`src/rdsw_pkg.sv`:
```
// Function
// [RULE1] Extended error field is 12 bits with error causes at bits 11:8 and 6:4.
// [RULE2] Extended error bits 7 and 3:0 are written as zero.
// [RULE3] Packet length (buffer 0 length) sits at bit 32 of quadword one.
// [RULE4] VLAN tag sits at bit 48 of quadword one, as the parser delivers it.
// [RULE5] Software clears hash select, sets payload checksum enable, zeroes checksum start.
// [RULE6] Hash select clear writes checksum and IP identification instead of the hash.
// [RULE7] Non-IPv4 or unfragmented IPv4 reports whole-packet sum, reserved ID, valid flags clear.
// [RULE8] Fragmented IPv4 without TCP reports payload sum, ID, UDP calculated, UDP valid if good.
// [RULE9] Fragmented IPv4 with TCP reports whole sum and ID, only ID valid set.
// [RULE10] Software expects all ones when summing reassembled UDP fragments.
// [RULE11] Split format only with extended status enable and descriptor type 01.
// [RULE12] Software programs the four buffer sizes before enabling split.
// [RULE13] Four 64-bit buffer addresses per descriptor; data goes only there.
// [RULE14] Software word-aligns buffers and keeps bit 0 of address 1 zero.
// [RULE15] Header never spans buffers; too small a first buffer disables splitting.
// [RULE16] Zero-sized buffers are never written.
// [RULE17] Continuation descriptors leave their first buffer unused.
// [RULE18] Write-back reports bytes per buffer: length 0 at 8.32, lengths 1-3 at 16.16.
// [RULE19] Buffers that got no data report length zero.
// [RULE20] Lengths count every byte stored, stored CRC bytes included.
// [RULE21] Hash select picks hash or checksum pair; other fields as extended format.
// [RULE22] Hash select set places the 32-bit hash at bit 32 of quadword zero.
// [RULE23] Write-back is four quadwords; the fourth is reserved zero.
package rdsw_pkg;
	localparam logic [7:0] REG_RX_CONTROL = 8'h00;
	localparam logic [7:0] REG_RX_FILTER_CONTROL = 8'h04;
	localparam logic [7:0] REG_RX_CHECKSUM_CONTROL = 8'h08;
	localparam logic [7:0] REG_SPLIT_RX_CONTROL = 8'h0c;
	localparam logic [7:0] REG_SPLIT_STATUS = 8'h10;
	localparam int TYPE_LSB = 0;
	localparam int EXT_EN_BIT = 0;
	localparam int IPP_EN_BIT = 0;
	localparam int SELECT_BIT = 1;
	localparam int TRANSPORT_OFFLOAD_SETTING_BIT = 2;
	localparam int CSTART_LSB = 8;
	localparam int BSIZE_STRIDE = 8;
	localparam int BSIZE_W = 7;
	localparam int SIZE_UNIT_SHIFT = 7;
	localparam logic [1:0] DTYPE_SPLIT = 2'b01;
	localparam logic [1:0] DTYPE_RST = 2'h0;
	localparam logic [7:0] CSTART_RST = 8'h00;
	localparam logic [31:0] BSIZE_RST = 32'h0000_0000;
	localparam logic [19:0] STATUS_OWN_MASK = 20'h0_0633;
	localparam int DESC_WORDS = 4;
	localparam int WB_WORDS = 4;
	localparam logic [1:0] LAST_WORD = 2'd3;
	typedef enum logic [1:0] {
		ST_LOAD = 2'b00,
		ST_WAIT = 2'b01,
		ST_RECV = 2'b11,
		ST_WB = 2'b10
	} rdsw_state_t;
	typedef struct packed {
		logic data;
		logic ipv4;
		logic l4;
		logic carrier;
		logic seq;
		logic symbol;
		logic crc;
	} rdsw_err_t;
	typedef struct packed {
		logic [15:0] vlan;
		logic [19:0] status;
		rdsw_err_t err;
		logic is_ipv4;
		logic fragmented;
		logic has_tcp;
		logic has_udp;
		logic udp_csum_ok;
		logic [15:0] ip_id;
		logic [15:0] pkt_csum;
		logic [15:0] payload_csum;
		logic [31:0] rss_hash;
		logic [31:0] multi_queue_info;
		logic [9:0] hdr_len;
	} rdsw_info_t;
	typedef struct packed {
		logic [63:0] data;
		logic [3:0] nbytes;
		logic last;
	} rdsw_beat_t;
endpackage

```
`src/rdsw_rx_split_wb.sv`:
```
// The address-and-strobe port and the placing of the registers were chosen for this implementation.
`timescale 1ns/1ps
`default_nettype none
module rdsw_rx_split_wb
	import rdsw_pkg::*;
(
	input wire logic clock,
	input wire logic sys_rst,
	input wire logic [7:0] reg_addr,
	input wire logic [31:0] reg_wdata,
	input wire logic reg_wr,
	input wire logic reg_rd,
	output logic [31:0] reg_rdata,
	input wire logic desc_valid,
	input wire logic [63:0] desc_qword,
	output logic desc_ready,
	input wire logic info_valid,
	input wire rdsw_info_t info,
	output logic info_ready,
	input wire logic beat_valid,
	input wire rdsw_beat_t beat,
	output logic beat_ready,
	output logic hw_valid,
	output logic [63:0] hw_addr,
	output logic [63:0] hw_data,
	output logic [3:0] hw_bytes,
	output logic wb_valid,
	output logic [1:0] wb_index,
	output logic [63:0] wb_qword,
	output logic [7:0] checksum_start_offset
);
	function automatic logic [15:0] bsize(input logic [31:0] sz,
		input logic [1:0] idx);
		logic [BSIZE_W-1:0] f;
		f = sz[idx*BSIZE_STRIDE +: BSIZE_W];
		return 16'({f, SIZE_UNIT_SHIFT'(0)});
	endfunction

	logic [1:0] descriptor_type_ff;
	logic extended_status_enable_ff;
	logic ip_payload_checksum_enable_ff;
	logic hash_vs_checksum_select_ff;
	logic transport_offload_setting_ff;
	logic [7:0] cstart_ff;
	logic [31:0] split_buffer_size_ff;
	logic [31:0] rdata_ff;
	rdsw_state_t st_ff, nxt_st;
	logic [1:0] ld_cnt_ff;
	logic [1:0] cur_ff, nxt_cur;
	logic [15:0] off_ff, nxt_off;
	logic cont_ff, nxt_cont;
	logic split_ff;
	rdsw_info_t info_ff;
	logic [3:0][15:0] len_ff;
	logic [1:0] wb_cnt_ff;
	logic desc_ready_ff, info_ready_ff, beat_ready_ff;
	logic hw_valid_ff;
	logic [63:0] hw_addr_ff, hw_data_ff;
	logic [3:0] hw_bytes_ff;
	logic wb_valid_ff;
	logic [1:0] wb_index_ff;
	logic [63:0] wb_qword_ff;
	logic [63:0] buf_addr;

	wire wr_ctl = reg_wr && reg_addr == REG_RX_CONTROL;
	wire wr_flt = reg_wr && reg_addr == REG_RX_FILTER_CONTROL;
	wire wr_csm = reg_wr && reg_addr == REG_RX_CHECKSUM_CONTROL;
	wire wr_psz = reg_wr && reg_addr == REG_SPLIT_RX_CONTROL;

	always_ff @(posedge clock)
	begin
		if (sys_rst)
		begin
			descriptor_type_ff <= DTYPE_RST;
			extended_status_enable_ff <= 1'b0;
			ip_payload_checksum_enable_ff <= 1'b0;
			hash_vs_checksum_select_ff <= 1'b0;
			transport_offload_setting_ff <= 1'b0;
			cstart_ff <= CSTART_RST;
			split_buffer_size_ff <= BSIZE_RST;
		end
		else
		begin
			if (wr_ctl)
				descriptor_type_ff <= reg_wdata[TYPE_LSB +: 2];
			if (wr_flt)
				extended_status_enable_ff <= reg_wdata[EXT_EN_BIT];
			if (wr_csm)
			begin
				ip_payload_checksum_enable_ff <= reg_wdata[IPP_EN_BIT];
				hash_vs_checksum_select_ff <= reg_wdata[SELECT_BIT];
				transport_offload_setting_ff <= reg_wdata[TRANSPORT_OFFLOAD_SETTING_BIT];
				cstart_ff <= reg_wdata[CSTART_LSB +: 8];
			end
			if (wr_psz)
				split_buffer_size_ff <= reg_wdata;
		end
	end

	wire [31:0] rd_mux =
		(reg_addr == REG_RX_CONTROL) ? {30'd0, descriptor_type_ff} :
		(reg_addr == REG_RX_FILTER_CONTROL) ?
			{31'd0, extended_status_enable_ff} :
		(reg_addr == REG_RX_CHECKSUM_CONTROL) ?
			{16'd0, cstart_ff, 5'd0, transport_offload_setting_ff,
			hash_vs_checksum_select_ff, ip_payload_checksum_enable_ff} :
		(reg_addr == REG_SPLIT_RX_CONTROL) ? split_buffer_size_ff :
		(reg_addr == REG_SPLIT_STATUS) ?
			{25'd0, split_ff, cont_ff, cur_ff, ld_cnt_ff == 2'd0, st_ff} :
		32'd0;

	always_ff @(posedge clock)
	begin
		if (sys_rst)
			rdata_ff <= '0;
		else
			rdata_ff <= reg_rd ? rd_mux : '0;
	end

	wire split_mode = extended_status_enable_ff &&
		descriptor_type_ff == DTYPE_SPLIT; // RULE11
	wire desc_acc = desc_valid && desc_ready_ff;
	wire info_acc = info_valid && info_ready_ff;
	wire acc = beat_valid && beat_ready_ff;
	wire [15:0] fill = off_ff + 16'(beat.nbytes);
	wire [15:0] cur_sz = bsize(split_buffer_size_ff, cur_ff);
	// Header bytes stay in buffer 0; data moves on once they are placed.
	wire hdr_done = split_ff && cur_ff == 2'd0 &&
		fill >= 16'(info_ff.hdr_len); // RULE15
	wire adv = hdr_done || fill >= cur_sz;
	wire [2:0] nb = {1'b0, cur_ff} + 3'd1;
	wire nb_ok = split_mode && nb < 3'(DESC_WORDS) &&
		bsize(split_buffer_size_ff, nb[1:0]) != 16'd0; // RULE16
	wire do_split = split_mode && info.hdr_len != 10'd0 &&
		16'(info.hdr_len) <= bsize(split_buffer_size_ff, 2'd0); // RULE15
	wire cont_start = split_mode &&
		bsize(split_buffer_size_ff, 2'd1) != 16'd0;

	always_comb
	begin
		nxt_st = st_ff;
		nxt_cur = cur_ff;
		nxt_off = off_ff;
		nxt_cont = cont_ff;
		unique case (st_ff)
			ST_LOAD:
				if (desc_acc && ld_cnt_ff == LAST_WORD)
				begin
					nxt_st = ST_WAIT;
					nxt_cur = 2'd0;
					nxt_off = 16'd0;
				end
			ST_WAIT:
				if (cont_ff)
				begin
					nxt_st = ST_RECV;
					nxt_cur = cont_start ? 2'd1 : 2'd0; // RULE17
				end
				else if (info_acc)
					nxt_st = ST_RECV;
			ST_RECV:
				if (acc)
				begin
					if (beat.last)
					begin
						nxt_st = ST_WB;
						nxt_cont = 1'b0;
					end
					else if (adv && nb_ok)
					begin
						nxt_cur = nb[1:0];
						nxt_off = 16'd0;
					end
					else if (adv)
					begin
						nxt_st = ST_WB;
						nxt_cont = 1'b1;
					end
					else
						nxt_off = fill;
				end
			ST_WB:
				if (wb_cnt_ff == LAST_WORD)
					nxt_st = ST_LOAD;
		endcase
	end

	// Read address follows the next buffer so data line up with cur_ff.
	rdsw_addr_mem #(
		.WIDTH(64),
		.DEPTH(DESC_WORDS),
		.AW(2)
	) u_addr_mem (
		.clock(clock),
		.wr_en(desc_acc), // RULE13
		.wr_addr(ld_cnt_ff),
		.wr_data(desc_qword),
		.rd_addr(nxt_cur),
		.rd_data(buf_addr)
	);

	always_ff @(posedge clock)
	begin
		if (sys_rst)
		begin
			st_ff <= ST_LOAD;
			ld_cnt_ff <= 2'd0;
			cur_ff <= 2'd0;
			off_ff <= 16'd0;
			cont_ff <= 1'b0;
			split_ff <= 1'b0;
			info_ff <= '0;
			wb_cnt_ff <= 2'd0;
		end
		else
		begin
			st_ff <= nxt_st;
			cur_ff <= nxt_cur;
			off_ff <= nxt_off;
			cont_ff <= nxt_cont;
			if (desc_acc)
				ld_cnt_ff <= ld_cnt_ff + 2'd1;
			if (info_acc)
			begin
				info_ff <= info;
				split_ff <= do_split; // RULE15
			end
			else if (st_ff == ST_WAIT && cont_ff)
				split_ff <= 1'b0;
			wb_cnt_ff <= (st_ff == ST_WB) ? wb_cnt_ff + 2'd1 : 2'd0;
		end
	end

	always_ff @(posedge clock)
	begin
		if (sys_rst || st_ff == ST_LOAD)
			len_ff <= '0; // RULE19
		else if (acc)
			len_ff[cur_ff] <= len_ff[cur_ff] + 16'(beat.nbytes); // RULE20
	end

	always_ff @(posedge clock)
	begin
		if (sys_rst)
		begin
			desc_ready_ff <= 1'b0;
			info_ready_ff <= 1'b0;
			beat_ready_ff <= 1'b0;
			hw_valid_ff <= 1'b0;
			hw_addr_ff <= '0;
			hw_data_ff <= '0;
			hw_bytes_ff <= '0;
		end
		else
		begin
			desc_ready_ff <= nxt_st == ST_LOAD;
			info_ready_ff <= nxt_st == ST_WAIT && !nxt_cont;
			beat_ready_ff <= nxt_st == ST_RECV;
			hw_valid_ff <= acc;
			if (acc)
			begin
				hw_addr_ff <= buf_addr + {48'd0, off_ff}; // RULE13
				hw_data_ff <= beat.data;
				hw_bytes_ff <= beat.nbytes;
			end
		end
	end

	wire frag = info_ff.is_ipv4 && info_ff.fragmented;
	wire whole_v4 = info_ff.is_ipv4 && !info_ff.fragmented;
	wire udp_frag = frag && !info_ff.has_tcp &&
		ip_payload_checksum_enable_ff; // RULE8
	wire udp_checksum_valid = udp_frag && info_ff.has_udp && info_ff.udp_csum_ok; // RULE8
	wire ip_id_valid = frag; // RULE9
	wire udp_checksum_calculated = udp_frag || (whole_v4 && info_ff.has_udp &&
		transport_offload_setting_ff); // RULE7
	wire tcp_checksum_calculated = whole_v4 && info_ff.has_tcp &&
		transport_offload_setting_ff; // RULE7
	wire [15:0] csum = udp_frag ? info_ff.payload_csum :
		info_ff.pkt_csum; // RULE7
	wire [15:0] ipid = frag ? info_ff.ip_id : 16'd0; // RULE7
	wire [19:0] status = (info_ff.status & ~STATUS_OWN_MASK) |
		{9'd0, udp_checksum_valid, ip_id_valid, 3'd0, tcp_checksum_calculated, udp_checksum_calculated, 2'd0, !cont_ff, 1'b1};
	wire [11:0] err12 = {info_ff.err.data, info_ff.err.ipv4,
		info_ff.err.l4, info_ff.err.carrier, 1'b0, info_ff.err.seq,
		info_ff.err.symbol, info_ff.err.crc, 4'd0}; // RULE1 RULE2
	wire [63:0] q0 = hash_vs_checksum_select_ff ?
		{info_ff.rss_hash, info_ff.multi_queue_info} :
		{csum, ipid, info_ff.multi_queue_info}; // RULE6 RULE21 RULE22
	wire [63:0] q1 = {info_ff.vlan, len_ff[0], err12, status}; // RULE3 RULE4
	wire [63:0] q2 = {len_ff[3], len_ff[2], len_ff[1], split_ff, 5'd0,
		info_ff.hdr_len}; // RULE18
	wire [63:0] wb_sel = (wb_cnt_ff == 2'd0) ? q0 :
		(wb_cnt_ff == 2'd1) ? q1 :
		(wb_cnt_ff == 2'd2) ? q2 : 64'd0; // RULE23

	always_ff @(posedge clock)
	begin
		if (sys_rst)
		begin
			wb_valid_ff <= 1'b0;
			wb_index_ff <= 2'd0;
			wb_qword_ff <= '0;
		end
		else
		begin
			wb_valid_ff <= st_ff == ST_WB;
			wb_index_ff <= wb_cnt_ff;
			wb_qword_ff <= wb_sel;
		end
	end

	assign reg_rdata = rdata_ff;
	assign desc_ready = desc_ready_ff;
	assign info_ready = info_ready_ff;
	assign beat_ready = beat_ready_ff;
	assign hw_valid = hw_valid_ff;
	assign hw_addr = hw_addr_ff;
	assign hw_data = hw_data_ff;
	assign hw_bytes = hw_bytes_ff;
	assign wb_valid = wb_valid_ff;
	assign wb_index = wb_index_ff;
	assign wb_qword = wb_qword_ff;
	assign checksum_start_offset = cstart_ff;
endmodule // rdsw_rx_split_wb
`default_nettype wire

```
`src/rdsw_addr_mem.sv`:
```
`timescale 1ns/1ps
`default_nettype none
module rdsw_addr_mem #(
	parameter int WIDTH = 64,
	parameter int DEPTH = 4,
	parameter int AW = 2
) (
	input wire logic clock,
	input wire logic wr_en,
	input wire logic [AW-1:0] wr_addr,
	input wire logic [WIDTH-1:0] wr_data,
	input wire logic [AW-1:0] rd_addr,
	output logic [WIDTH-1:0] rd_data
);
	logic [WIDTH-1:0] mem_ff [DEPTH];
	logic [WIDTH-1:0] rd_data_ff;

	always_ff @(posedge clock)
	begin
		if (wr_en)
			mem_ff[wr_addr] <= wr_data;
		rd_data_ff <= mem_ff[rd_addr];
	end

	assign rd_data = rd_data_ff;
endmodule // rdsw_addr_mem
`default_nettype wire

```
`config.mk`:
```
export PLATFORM = sky130hd
export DESIGN_NAME = rdsw_rx_split_wb
export DESIGN_NICKNAME = d
export VERILOG_FILES = /design/src/rdsw_pkg.sv /design/src/rdsw_rx_split_wb.sv /design/src/rdsw_addr_mem.sv
export SDC_FILE = /design/constraint.sdc
export NUM_CORES = 2
export LEC_CHECK = 0
export BUFFER_PORTS_ARGS = -buffer_cell sky130_fd_sc_hd__buf_2
export CAP_MARGIN = 20
export CORE_MARGIN = 2
export CORE_UTILIZATION = 40
export DETAILED_ROUTE_END_ITERATION = 12
export PLACE_DENSITY = 0.61
export RECOVER_POWER = 100
export SKIP_CTS_REPAIR_TIMING = 1
export SYNTH_ARGS = -nofsm -noshare
export SYNTH_HDL_FRONTEND = slang
export SYNTH_SLANG_ARGS = --single-unit
```
`constraint.sdc`:
```
create_clock -name clock -period 12.7 [get_ports clock]
set_input_delay 0 -clock clock [delete_from_list [all_inputs] [get_ports clock]]
set_output_delay 0 -clock clock [all_outputs]
set_load 0.01 [all_outputs]
```
==> impl_metrics.json <==
{
  "synth_ff_type": "dfxtp_1",
  "tightest_slew_ns": 7.96,
  "initial_utilization_pct": 40.3,
  "setup_viol": 0,
  "grt_max_degree": 168,
  "synth_seq_cells": 855,
  "power_mw": 6.17,
  "yosys_warnings": 0,
  "rows": 107,
  "via_per_inst": 5.15,
  "fmax_ghz": 0.128,
  "synth_enable_flop_cells": 256,
  "grt_pass1_vias": 25400,
  "nNetsFinal": 4625,
  "cts_tree": "built",
  "p_int_mw": 4.78,
  "fin_area_sq_um": 44200,
  "grt-ovfl-total": 0,
  "finalCritPeriodShare_pct": 61.5,
  "end_kind": "flip-flop",
  "rsz0062_at_grt": "no",
  "ios": 593,
  "gp_congestion": 0.864,
  "crit_type": "input pin to flip-flop",
  "path_clk_slew_ns": 0.06,
  "yosysMostFrequentCell": "nand2_1",
  "final_core_util_pct": 52.0,
  "fin_cells": 5437,
  "pwr-share-clk_pct": 45.7,
  "final.setup.tns_ns": 0,
  "multi_input_area_sq_um": 13400,
  "swShare_pct": 22.5,
  "wire_per_inst_um": 19.8,
  "placed_cell_area_sq_um": 37900,
  "pwr-share-seq_pct": 47.7,
  "synthesis.area_sq_um": 34300,
  "synth_compound_area_share_pct": 12.0,
  "synth_top_family_by_area": "simple AND/OR/NAND/NOR gates",
  "cp.required_ns": 13.19,
  "grt.total_usage_pct": 22.7,
  "drive_gt1_share_pct": 11.5,
  "min_period_ns": 7.81,
  "violations": "negative hold slack, max-capacitance violations, max-slew violations",
  "num_vias": 28000,
  "vdd_drop_max_uv": 107,
  "place_ws_ns": 7.37,
  "pwr-share-comb_pct": 6.6,
  "dr.pass1.iters": 8,
  "drt-initial-drc-count": 2384,
  "async_flop_share_pct": 0,
  "fin_hold_ws_ns": -0.0298,
  "seq_area_sq_um": 19700,
  "yosys.area_share.adder_pct": 2.22,
  "grt_pass1_wl_um": 155000,
  "htree_num_levels": 3,
  "setup_ws_ns": 4.89,
  "die_h_um": 297,
  "skew_ns": 0.0260,
  "p_per_area_nw_per_um2": 140,
  "drv_slew": 1102,
  "hold_viol": 1,
  "relSlewSlack_pct": -431,
  "synth_area_leaders": "dfxtp_1 35%, edfxtp_1 22%, nand2_1 7.6%, mux2i_1 6.8%, a21oi_1 5.8%",
  "cts.sinks": 855,
  "status": "finished, violations left",
  "clockRootBuffer": "clkbuf_16",
  "fillerInstances": 7864,
  "synth_cell_type_count": 75,
  "synth_xor_area_share_pct": 1.53,
  "cts_buffer_depth": 3,
  "clock_latency_ns": 0.66,
  "die_x_um": 297,
  "antenna_left": 0,
  "yosys-top-cells-count": "696 x nand2_1, 599 x dfxtp_1, 400 x a21oi_1",
  "io_buffer_count": 586,
  "cp.arrival_ns": 8.30,
  "yosys.area.top_type": "dfxtp_1",
  "synth_top_area_share_pct": 34.9,
  "drc": 0,
  "syn_to_final_growth_pct": 28.9,
  "dieArea_sq_um": 88200,
  "crit_path_max_fanout": 167,
  "dpl.cell_count": 4907,
  "synthMuxAreaShare_pct": 8.31,
  "routed_wl_um": 107000,
  "start_kind": "input pin",
  "synth_simple_gate_area_share_pct": 14.8,
  "switchingPower_mw": 1.39,
  "fp.coreArea_sq_um": 85100,
  "post-dp-hpwl_um": 69400,
  "antenna_found_initial": 5,
  "postSynthAreaPerCell_sq_um": 10.2,
  "syn_inst": 3373,
  "p_leak_nw": 16.2,
  "yosysSeqAreaShare_pct": 57.3,
  "syn-num-nets": 3782,
  "drv_cap": 17,
  "cts_made_buffers": 93,
  "hold_class": "input pin to flip-flop"
}
## registers in the layout, summed over array words and instances, names as in the netlist, 8 cells and up
| name | flops |
|---|---|
| wb_qword | 64 |
| u_addr_mem.rd_data | 64 |
| split_buffer_size_ff | 32 |
| hw_data | 64 |
| u_addr_mem.mem_ff | 256 |
| hw_addr | 64 |
| off_ff | 16 |
| info_ff | 157 |
| reg_rdata | 32 |
| checksum_start_offset | 8 |
| len_ff | 64 |
## final timing paths
| check | from | endpoint | slack [ns] | cells past startpoint |
|---|---|---|---|---|
| worst min-delay path | reg_addr[5] | reg_rdata[1]$_SDFF_PP0_ | -0.03 | 5 |
| worst min register to register | hw_addr[11]$_SDFFE_PP0P_ | hw_addr[11]$_SDFFE_PP0P_ | 0.45 | 2 |
| worst max register to register | beat_ready$_SDFF_PP0_ | hw_addr[12]$_SDFFE_PP0P_ | 5.16 | 4 |
| worst max-delay path | sys_rst | wb_qword[63]$_SDFF_PP0_ | 4.89 | 5 |
## placed cells by master, fill, tap and decap left out, drive strengths merged, types with 28 or more instances in the layout
| cell | instances |
|---|---|
| clkbuf | 450 |
| a222oi | 33 |
| ha | 56 |
| nor3 | 30 |
| inv | 57 |
| and3 | 37 |
| dfxtp | 599 |
| mux2i | 232 |
| nor2 | 226 |
| a211oi | 41 |
| and2 | 32 |
| xor2 | 32 |
| nand2 | 697 |
| o21ai | 86 |
| nand3 | 50 |
| edfxtp | 256 |
| buf | 294 |
| a21oi | 403 |
| nand4 | 28 |
| dlygate4sd3 | 358 |
## logic make-up after synthesis
| group | count (synthesis) |
|---|---|
| compound gates | 683 |
| xor+xnor | 59 |
| fa+ha+maj | 59 |
| buf+inv | 281 |
| flops | 855 |
| mux | 256 |
| simple gates | 1180 |
## power groups by stage
| stage | sequential (mW) | combinational (mW) | clock, mW |
|---|---|---|---|
| 6_report | 2.94 | 0.410 | 2.82 |
| 5_1_grt | 2.95 | 0.448 | 2.99 |
| 4_1_cts | 2.94 | 0.327 | 2.89 |
| 3_5_place_dp | 3.00 | 0.325 | 0 |
| 3_3_place_gp | 3.00 | 0.322 | 0 |
| 2_1_floorplan | 2.98 | 0.193 | 0 |
## critical path, stage by stage
cell and delay [ns]:
dlygate4sd3_1 0.56, buf_8 0.35, clkbuf_1 5.53, buf_4 1.37
nor2_1 0.15
## per-layer routing
metal | share of wire [%] | wire length (um) | GRT usage, %
met4 | 3.7 | 3920 | 8.87
met2 | 49 | 52300 | 37.4
met5 | 0.029 | 31 | 0
met1 | 41 | 43700 | 28.3
met3 | 6.9 | 7400 | 5.91
## cell type report
| cell class | instances | area share (%) |
|---|---|---|
| multi-input cells | 2237 | 30.2 |
| diodes | 2 | 0.0113 |
| clock inverters | 42 | 1.28 |
| well taps | 1144 | 3.24 |
| repair buffers | 974 | 14.3 |
| inverters | 55 | 0.467 |
| flip-flops and latches | 855 | 44.5 |
| clock buffers | 128 | 6.02 |
No activity file was read; power rests on OpenSTA's default activity.
